### src/core/tsspi_pkg.sv
package tsspi_pkg;
    // clock and internal sample rate
    localparam int unsigned CLK_HZ = 25000000;
    localparam int unsigned SAMPLE_RATE_HZ = 1000;
    localparam int unsigned SAMPLE_DIV_DEF = CLK_HZ / SAMPLE_RATE_HZ;

    // frame layout
    localparam logic [4:0] FRAME_BITS = 5'h10;
    localparam logic [1:0] CMD_WRITE = 2'h2;
    localparam logic [1:0] CMD_READ = 2'h0;
    localparam int CMD_HI = 15;
    localparam int CMD_LO = 14;
    localparam int ADDR_HI = 13;
    localparam int ADDR_LO = 8;
    localparam int DATA_HI = 7;

    // output data word layout
    localparam int NEW_BIT = 15;
    localparam int ALARM_BIT = 14;
    localparam int DATA_W = 14;
    localparam int NARROW_W = 12;
    localparam logic [15:0] OUT_RESET = 16'h0000;

    // output data registers, lower byte address of each pair
    localparam int NUM_OUT_REGS = 5;
    localparam logic [5:0] ADDR_SUPPLY_VOLTAGE_SAMPLE = 6'h02;
    localparam logic [5:0] ADDR_AUXILIARY_INPUT_SAMPLE = 6'h08;
    localparam logic [5:0] ADDR_TEMPERATURE_SAMPLE = 6'h0a;
    localparam logic [5:0] ADDR_TILT_ANGLE_FULL_TURN = 6'h0c;
    localparam logic [5:0] ADDR_TILT_ANGLE_SIGNED = 6'h0e;

    // index of each register in the bank
    localparam logic [2:0] IDX_SUPPLY = 3'h0;
    localparam logic [2:0] IDX_AUX = 3'h1;
    localparam logic [2:0] IDX_TEMP = 3'h2;
    localparam logic [2:0] IDX_FULL = 3'h3;
    localparam logic [2:0] IDX_SIGNED = 3'h4;
endpackage

### src/core/tsspi_reg_if.sv
`timescale 1ns/100ps
`default_nettype none
// one output data register as seen from the port logic
interface tsspi_reg_if;
    logic ld;
    logic clr;
    logic alarm;
    logic [13:0] meas;
    logic [15:0] word;
    modport ctrl (output ld, output clr, output alarm, output meas, input word);
    modport store (input ld, input clr, input alarm, input meas, output word);
endinterface
`default_nettype wire

### src/core/tsspi_outreg.sv
`timescale 1ns/100ps
`default_nettype none
module tsspi_outreg
    import tsspi_pkg::*;
(
    input wire logic clk,
    input wire logic rst_n,
    tsspi_reg_if.store rif
);
    logic [15:0] word_q;
    logic [15:0] word_d;

    // fresh sample sets the flag; a load in the clearing cycle wins
    always_comb begin
        word_d = word_q;
        if (rif.clr) begin
            word_d[NEW_BIT] = 1'b0;
        end
        if (rif.ld) begin
            word_d[DATA_W-1:0] = rif.meas;
            word_d[NEW_BIT] = 1'b1;
        end
        word_d[ALARM_BIT] = rif.alarm;
    end

    always_ff @(posedge clk) begin
        if (!rst_n) begin
            word_q <= OUT_RESET;
        end else begin
            word_q <= word_d;
        end
    end

    assign rif.word = word_q;
endmodule
`default_nettype wire

### src/core/tsspi_port.sv
// Summary of operation
// - chip select high: output floats, clock and data input ignored
// - a frame is at least sixteen serial clocks under chip select low; clocks past sixteen are ignored
// - full duplex: sixteen bits in and sixteen bits out every frame
// - a write touches only the addressed byte; full word needs two frames
// - either byte address of a register reads the whole sixteen bits
// - read data comes out in the frame after the command
// - reads pipeline: N back-to-back reads take N plus one frames
// - each register has two bytes, each with its own six-bit address
// - output registers refresh at the sample rate regardless of reads
// - bit 15 new-data flag set whenever register gets a fresh sample
// - reading a register clears its new-data flag until next update
// - bit 14 alarm flag is set while an alarm condition is active
// - data is 12 or 14 low bits; bits 13:12 unused in 12-bit ones
// - supply at 0x02/03, auxiliary input 0x08/09, temperature 0x0a/0b
// - 14-bit angles: full turn at 0x0c/0d, signed half turn at 0x0e/0f
// - first output bit appears when chip select falls
// - later output bits change after serial clock falling edges
// - data input sampled on serial clock rising edges
`timescale 1ns/100ps
`default_nettype none
module tsspi_port
    import tsspi_pkg::*;
#(
    parameter int unsigned SAMPLE_DIV = SAMPLE_DIV_DEF
) (
    input wire logic REF_CLK,
    input wire logic RESETN,
    input wire logic SPI_CS_N,
    input wire logic SPI_SCLK,
    input wire logic SPI_DIN,
    output logic SPI_DOUT,
    output logic SPI_DOUT_OE_N,
    input wire logic [11:0] SUPPLY_MEAS,
    input wire logic [11:0] AUX_MEAS,
    input wire logic [11:0] TEMP_MEAS,
    input wire logic [13:0] ANGLE_FULL_MEAS,
    input wire logic [13:0] ANGLE_SIGNED_MEAS,
    input wire logic ALARM_ACTIVE,
    output logic WR_STB,
    output logic [5:0] WR_ADDR,
    output logic [7:0] WR_DATA
);
    // pin synchronisers; first stage feeds only the second
    logic cs_m_q, cs_s_q, cs_d_q;
    logic sclk_m_q, sclk_s_q, sclk_d_q;
    logic din_m_q, din_s_q;
    logic alarm_m_q, alarm_s_q;

    always_ff @(posedge REF_CLK) begin
        if (!RESETN) begin
            cs_m_q <= 1'b1;
            cs_s_q <= 1'b1;
            cs_d_q <= 1'b1;
            sclk_m_q <= 1'b1;
            sclk_s_q <= 1'b1;
            sclk_d_q <= 1'b1;
            din_m_q <= 1'b0;
            din_s_q <= 1'b0;
            alarm_m_q <= 1'b0;
            alarm_s_q <= 1'b0;
        end else begin
            cs_m_q <= SPI_CS_N;
            cs_s_q <= cs_m_q;
            cs_d_q <= cs_s_q;
            sclk_m_q <= SPI_SCLK;
            sclk_s_q <= sclk_m_q;
            sclk_d_q <= sclk_s_q;
            din_m_q <= SPI_DIN;
            din_s_q <= din_m_q;
            alarm_m_q <= ALARM_ACTIVE;
            alarm_s_q <= alarm_m_q;
        end
    end

    // serial clock edges seen only inside a frame
    logic cs_fall, cs_rise, sclk_rise, sclk_fall, in_frame;
    assign in_frame = !cs_s_q;
    assign cs_fall = !cs_s_q && cs_d_q;
    assign cs_rise = cs_s_q && !cs_d_q;
    assign sclk_rise = sclk_s_q && !sclk_d_q && in_frame;
    assign sclk_fall = !sclk_s_q && sclk_d_q && in_frame;

    // sample-rate divider
    logic [31:0] div_q, div_d;
    logic smpl_en;
    assign smpl_en = (div_q == SAMPLE_DIV - 32'd1);

    always_comb begin
        div_d = smpl_en ? 32'd0 : div_q + 32'd1;
    end

    always_ff @(posedge REF_CLK) begin
        if (!RESETN) begin
            div_q <= 32'd0;
        end else begin
            div_q <= div_d;
        end
    end

    // output data register bank
    tsspi_reg_if rif [NUM_OUT_REGS] ();
    logic [15:0] words [NUM_OUT_REGS];
    logic [NUM_OUT_REGS-1:0] clr_q, clr_d;

    assign rif[IDX_SUPPLY].meas = {2'b00, SUPPLY_MEAS};
    assign rif[IDX_AUX].meas = {2'b00, AUX_MEAS};
    assign rif[IDX_TEMP].meas = {2'b00, TEMP_MEAS};
    assign rif[IDX_FULL].meas = ANGLE_FULL_MEAS;
    assign rif[IDX_SIGNED].meas = ANGLE_SIGNED_MEAS;

    // every register reloads on the sample tick, reads or not
    for (genvar i = 0; i < NUM_OUT_REGS; i++) begin : g_reg
        assign rif[i].ld = smpl_en;
        assign rif[i].clr = clr_q[i];
        assign rif[i].alarm = alarm_s_q;
        assign words[i] = rif[i].word;
        tsspi_outreg u_reg (
            .clk(REF_CLK),
            .rst_n(RESETN),
            .rif(rif[i])
        );
    end

    // frame state
    logic [15:0] rx_q, rx_d;
    logic [15:0] tx_q, tx_d;
    logic [4:0] cnt_q, cnt_d;
    logic dout_q, dout_d;
    logic oe_n_q, oe_n_d;
    logic rd_pend_q, rd_pend_d;
    logic [2:0] rd_idx_q, rd_idx_d;
    logic wr_stb_q, wr_stb_d;
    logic [5:0] wr_addr_q, wr_addr_d;
    logic [7:0] wr_data_q, wr_data_d;
    logic [15:0] resp;
    logic [5:0] cmd_addr;
    logic hit;
    logic [2:0] hit_idx;

    // pending read result; nothing pending shifts out zeros
    assign resp = rd_pend_q ? words[rd_idx_q] : 16'h0000;
    assign cmd_addr = rx_q[ADDR_HI:ADDR_LO];

    // both byte addresses of a pair map to one register
    always_comb begin
        hit = 1'b1;
        hit_idx = IDX_SUPPLY;
        if (cmd_addr[5:1] == ADDR_SUPPLY_VOLTAGE_SAMPLE[5:1]) begin
            hit_idx = IDX_SUPPLY;
        end else if (cmd_addr[5:1] == ADDR_AUXILIARY_INPUT_SAMPLE[5:1]) begin
            hit_idx = IDX_AUX;
        end else if (cmd_addr[5:1] == ADDR_TEMPERATURE_SAMPLE[5:1]) begin
            hit_idx = IDX_TEMP;
        end else if (cmd_addr[5:1] == ADDR_TILT_ANGLE_FULL_TURN[5:1]) begin
            hit_idx = IDX_FULL;
        end else if (cmd_addr[5:1] == ADDR_TILT_ANGLE_SIGNED[5:1]) begin
            hit_idx = IDX_SIGNED;
        end else begin
            hit = 1'b0;
        end
    end

    // shifter, command decode and read pipeline
    always_comb begin
        rx_d = rx_q;
        tx_d = tx_q;
        cnt_d = cnt_q;
        dout_d = dout_q;
        oe_n_d = cs_s_q;
        rd_pend_d = rd_pend_q;
        rd_idx_d = rd_idx_q;
        wr_stb_d = 1'b0;
        wr_addr_d = wr_addr_q;
        wr_data_d = wr_data_q;
        clr_d = '0;
        if (cs_fall) begin
            // msb goes out at chip select, not at a clock edge
            tx_d = resp;
            dout_d = resp[15];
            cnt_d = 5'h00;
            if (rd_pend_q) begin
                clr_d[rd_idx_q] = 1'b1;
            end
            rd_pend_d = 1'b0;
        end else if (cs_rise) begin
            // frames of fewer than sixteen clocks are dropped whole
            if (cnt_q == FRAME_BITS) begin
                if (rx_q[CMD_HI:CMD_LO] == CMD_WRITE) begin
                    wr_stb_d = 1'b1;
                    wr_addr_d = cmd_addr;
                    wr_data_d = rx_q[DATA_HI:0];
                end else if (rx_q[CMD_HI:CMD_LO] == CMD_READ && hit) begin
                    rd_pend_d = 1'b1;
                    rd_idx_d = hit_idx;
                end
            end
        end else begin
            if (sclk_rise && cnt_q != FRAME_BITS) begin
                rx_d = {rx_q[14:0], din_s_q};
                cnt_d = cnt_q + 5'h01;
            end
            if (sclk_fall && cnt_q != 5'h00) begin
                tx_d = {tx_q[14:0], 1'b0};
                dout_d = tx_q[14];
            end
        end
    end

    always_ff @(posedge REF_CLK) begin
        if (!RESETN) begin
            rx_q <= 16'h0000;
            tx_q <= 16'h0000;
            cnt_q <= 5'h00;
            dout_q <= 1'b0;
            oe_n_q <= 1'b1;
            rd_pend_q <= 1'b0;
            rd_idx_q <= 3'h0;
            wr_stb_q <= 1'b0;
            wr_addr_q <= 6'h00;
            wr_data_q <= 8'h00;
            clr_q <= '0;
        end else begin
            rx_q <= rx_d;
            tx_q <= tx_d;
            cnt_q <= cnt_d;
            dout_q <= dout_d;
            oe_n_q <= oe_n_d;
            rd_pend_q <= rd_pend_d;
            rd_idx_q <= rd_idx_d;
            wr_stb_q <= wr_stb_d;
            wr_addr_q <= wr_addr_d;
            wr_data_q <= wr_data_d;
            clr_q <= clr_d;
        end
    end

    assign SPI_DOUT = dout_q;
    assign SPI_DOUT_OE_N = oe_n_q;
    assign WR_STB = wr_stb_q;
    assign WR_ADDR = wr_addr_q;
    assign WR_DATA = wr_data_q;
endmodule
`default_nettype wire

### config.mk
export PLATFORM = sky130hd
export DESIGN_NAME = tsspi_port
export DESIGN_NICKNAME = d
export VERILOG_FILES = /design/src/core/tsspi_pkg.sv /design/src/core/tsspi_reg_if.sv /design/src/core/tsspi_outreg.sv /design/src/core/tsspi_port.sv
export SDC_FILE = /design/constraint.sdc
export NUM_CORES = 1
export LEC_CHECK = 0
export BUFFER_PORTS_ARGS = -buffer_cell sky130_fd_sc_hd__buf_2
export CORE_AREA = 2 2 131 133
export CTS_BUF_LIST = sky130_fd_sc_hd__clkbuf_4 sky130_fd_sc_hd__clkbuf_8 sky130_fd_sc_hd__clkbuf_16
export CTS_CLUSTER_DIAMETER = 50
export DETAILED_ROUTE_END_ITERATION = 8
export DIE_AREA = 0 0 133 135
export GPL_ROUTABILITY_DRIVEN = 0
export PLACE_DENSITY = 0.77
export SLEW_MARGIN = 20
export SYNTH_ARGS = -nofsm -noshare
export SYNTH_HDL_FRONTEND = slang
export SYNTH_SLANG_ARGS = --single-unit
### constraint.sdc
create_clock -name REF_CLK -period 3.1 [get_ports REF_CLK]
set_input_delay 0.155 -clock REF_CLK [delete_from_list [all_inputs] [get_ports REF_CLK]]
set_output_delay 0.155 -clock REF_CLK [all_outputs]
set_load 0.01 [all_outputs]
==> flow_summary.json <==
{
  "power_frac_clock_pct": 46.2,
  "detail_route.first_pass.iterations": 5,
  "final_routed_wire_length_divided_by_cell_count_um": 14.6,
  "clock_tree.root_cell": "clkbuf_16",
  "drt_iter0_drc": 466,
  "clkTransAtPathRegs_ns": 0.06,
  "power.leakage_nw": 3.27,
  "area_growth_syn_to_layout_pct": 22.5,
  "clkLatencyLatePin_ns": 0.43,
  "synth_cells": 845,
  "tritoncts": "yes",
  "worst_r2r_startpoint": "div_q[3]",
  "antenna_found_initial": 0,
  "layout.nets": 1041,
  "critical_path_required_ns": 3.41,
  "r2r_cells": 6,
  "postSynthAreaPerCell_um2": 8.90,
  "global_route.usage.met3_pct": 3.53,
  "antenna-diode-count": 0,
  "timing_hold_violations_final": 0,
  "tritoncts.num_buffers": 17,
  "grt_first_pass_wirelength_um": 29600,
  "multi_input_comb_area_um2": 3760,
  "met1_usage_grt_pct": 24.6,
  "ordered_cell_list_for_the_critical_path": "nor4b_1, nand4_1, or4_2, buf_4, nand2_1, a21boi_2",
  "detail_route.vias_per_cell": 5.18,
  "regArea_um2": 3460,
  "cts.repair.resized": 0,
  "finalCriticalPeriod_ns": 2.45,
  "effective_utilization_at_floorplan_pct": 45.9,
  "number_of_buffers_inserted_by_port_buffering": 86,
  "p_int_mw": 3.58,
  "cpPeakStageDelay_ns": 0.73,
  "stdcell_count": 1198,
  "cp_data_arrival_time_ns": 2.76,
  "design.core.area_um2": 16400,
  "rsz0062_at_grt": "no",
  "critical_path.reg2reg.endpoint": "g_reg[1].u_reg.rif.word[1]",
  "synthDistinctLibCells": 44,
  "finalClockSkew_ns": 0.00898,
  "critPathCaptureType": "flop",
  "dp_slack_ns": 0.693,
  "post-route-period-util_pct": 78.9,
  "grt_start_max_net_pins": 71,
  "detailed_place_hpwl_um": 10600,
  "worst_setup_path_endpoint": "g_reg[1].u_reg.rif.word[1]",
  "fill_cells": 1423,
  "timing.fmax_mhz": 409,
  "final-max-slew-violation-count": 0,
  "std_cell_rows": 47,
  "worst-r2r-setup-slack_ns": 0.65,
  "die_height_um": 135,
  "power.share.sequential_pct": 49.6,
  "first_global_vias": 6279,
  "timing_worst_setup_path_type": "flop to flop",
  "io_pins": 87,
  "crit_fanout": 70,
  "crit_path_start": "div_q[3]",
  "grt_overflow": 0,
  "cts.sinks": 173,
  "least_margin_pin_slew_ns": 0.728,
  "cts_setup_buffers": 0,
  "drt_wl_total_um": 17500,
  "kind_of_path_behind_the_tightest_hold_check": "primary input to flop",
  "drc": 0,
  "clock_path_buffers": 2,
  "power_density_nw_per_um2": 490,
  "power.share.switching_pct": 20.7,
  "grtUsageMet2_pct": 35.3,
  "die-area_um2": 18000,
  "die_width_um": 133,
  "ir_drop_v": 0.000399,
  "ys_warn_count": 0,
  "placed_cells_incl_taps": 1106,
  "fin_ws_ns": 0.654,
  "grt_usage_pct": 20.2,
  "slew_headroom_pct": 51.0,
  "vias": 6201,
  "synth.net_count": 921,
  "p_switching_mw": 0.932,
  "comb_power_share_pct": 4.2,
  "drive_above_1_share_pct": 19.7,
  "syn_std_cell_area_um2": 7520,
  "critical_path.startpoint_type": "flop",
  "setup_total_negative_slack_ns": 0,
  "result_of_the_run": "finished clean",
  "cpMaxStageDelayCell": "or4_2",
  "post_route_antenna_net_violation_count": 0,
  "synth-seq-cells": 173,
  "clock_tree.htree_level_count": 4,
  "globalRoute.busiestLayer": "met2",
  "final-setup-viol-count": 0,
  "maxCapViolations": 0,
  "synth_sequential_area_ratio_pct": 46.0
}
-- worst max-delay path: cells and delay by family (launching register included) --
| kind | cells | cell delay [ns] |
|---|---|---|
| AND/OR/NAND/NOR | 4 | 1.51 |
| buffers and inverters | 1 | 0.35 |
| flip-flops | 1 | 0.36 |
| AO/OA/AOI/OAI | 1 | 0.08 |
-- synthesized netlist by cell type (all sizes together) --
cell type	instances	share of area, %
nand2	186	9.3
dfxtp	173	46
a21boi	83	11
nor2	69	3.4
mux2i	43	5.7
a21oi	35	2.3
clkbuf	34	1.7
nand3	25	1.7
buf	20	2.0
nor2b	19	1.6
o21ai	17	1.1
xor2	17	2.0
nand4	14	1.2
xnor2	13	1.5
a31oi	12	1.0
nand2b	11	0.91
and2	10	0.83
nor4	10	1.0
inv	8	0.40
nor3	8	0.53
ha	6	1.0
and3	5	0.42
o31ai	5	0.50
or4	5	0.50
and4	4	0.47
mux2	2	0.30
nor3b	2	0.20
a211oi	1	0.10
a22oi	1	0.10
a311oi	1	0.12
and4b	1	0.13
nand4bb	1	0.15
nor4b	1	0.12
o2111ai	1	0.12
o211a	1	0.13
o2bb2ai	1	0.12
-- state kept, by name (all words and copies together), names as in the netlist --
register / cells
WR_STB: 1
clr_q: 5
cnt_q: 5
sclk_m_q: 1
SPI_DOUT: 1
din_s_q: 1
alarm_m_q: 1
sclk_s_q: 1
cs_m_q: 1
rx_q: 16
rd_idx_q: 3
WR_DATA: 8
cs_s_q: 1
div_q: 32
SPI_DOUT_OE_N: 1
WR_ADDR: 6
alarm_s_q: 1
din_m_q: 1
sclk_d_q: 1
tx_q: 15
rd_pend_q: 1
g.u_reg.rif.word: 70
-- power by group through the flow --
stage                     clock network (mW)  registers, mW  logic [mW]
after floorplan                            0           2.29      0.0681
after CTS                               2.12           2.24       0.183
after global routing                    2.21           2.24       0.204
after global placement                     0           2.29       0.123
final                                   2.08           2.24       0.189
after detailed placement                   0           2.29       0.125
-- area by class of cell --
class / instances / share of cell area, %
multi-input combinational: 610 / 40.8
sequential: 173 / 37.6
timing repair buffer: 155 / 11.9
clock buffer: 24 / 5.52
tap: 220 / 2.99
clock inverter: 8 / 0.869
inverter: 8 / 0.326
-- through the flow --
step / utilization (%) / instance area, µm² / hold slack [ns] / total power [mW]
4_1_cts: 56.2 / 9220 / 0.00513 / 4.54
6_report: 56.2 / 9220 / 0.0167 / 4.51
3_3_place_gp: 48.9 / 8030 / 0.362 / 2.41
3_5_place_dp: 48.9 / 8030 / 0.364 / 2.42
5_1_grt: 56.2 / 9220 / 0.0130 / 4.65
2_1_floorplan: - / 7520 / 0.256 / 2.36
-- worst min path at each step --
stage	start	to	cells after the start	slack (ns)
4_1_cts	SUPPLY_MEAS[5]	g_reg[0].u_reg.rif.word[5]	3	0.005
3_5_place_dp	SPI_SCLK	sclk_m_q	2	0.36
5_1_grt	ANGLE_SIGNED_MEAS[12]	g_reg[4].u_reg.rif.word[12]	3	0.01
3_3_place_gp	SPI_CS_N	cs_m_q	2	0.36
6_report	AUX_MEAS[11]	g_reg[1].u_reg.rif.word[11]	3	0.02
2_1_floorplan	SPI_CS_N	cs_m_q	1	0.26
-- kinds of logic after synthesis --
group / count (synthesis) / share of synthesized area, %
and+or+nand+nor: 371 / 22.5
DFF: 173 / 46.0
AOI/OAI and AO/OA: 158 / 16.9
buffers and inverters: 62 / 4.09
muxes: 45 / 6.02
xor gates and xnor gates: 30 / 3.49
adders and majority gates: 6 / 0.998
-- layer usage --
layer	up-vias	part of all wire, %
li1	3102	-
met1	2914	45
met2	149	49
met3	36	3.7
met4	0	2.4
met5	-	0
-- placed cells by master (no fill, tap or decap), types with 6 or more instances in the layout --
| cell type | synthesis | routed |
|---|---|---|
| dlygate4sd3_1 | 0 | 60 |
| xor2_1 | 17 | 17 |
| nor4_1 | 9 | 9 |
| dfxtp_1 | 173 | 173 |
| ha_1 | 6 | 6 |
| o21ai_0 | 17 | 17 |
| clkbuf_16 | 0 | 17 |
| a31oi_1 | 12 | 12 |
| nand4_1 | 14 | 14 |
| nor2_1 | 69 | 69 |
| and2_1 | 9 | 9 |
| a21oi_1 | 35 | 35 |
| buf_4 | 3 | 10 |
| a21boi_0 | 18 | 18 |
| nand3_1 | 25 | 25 |
| mux2i_1 | 43 | 43 |
| a21boi_2 | 60 | 60 |
| nand2b_1 | 11 | 11 |
| inv_1 | 8 | 8 |
| nor3_1 | 8 | 8 |
| xnor2_1 | 13 | 13 |
| buf_2 | 9 | 85 |
| nor2b_1 | 19 | 19 |
| nand2_1 | 185 | 185 |
-- repair_timing --
item	in CTS	in global routing
setup endpoints to repair	0	0
hold buffers	60	0
endpoints found under the hold margin	60	0
Power figures use the tool's default switching activity.
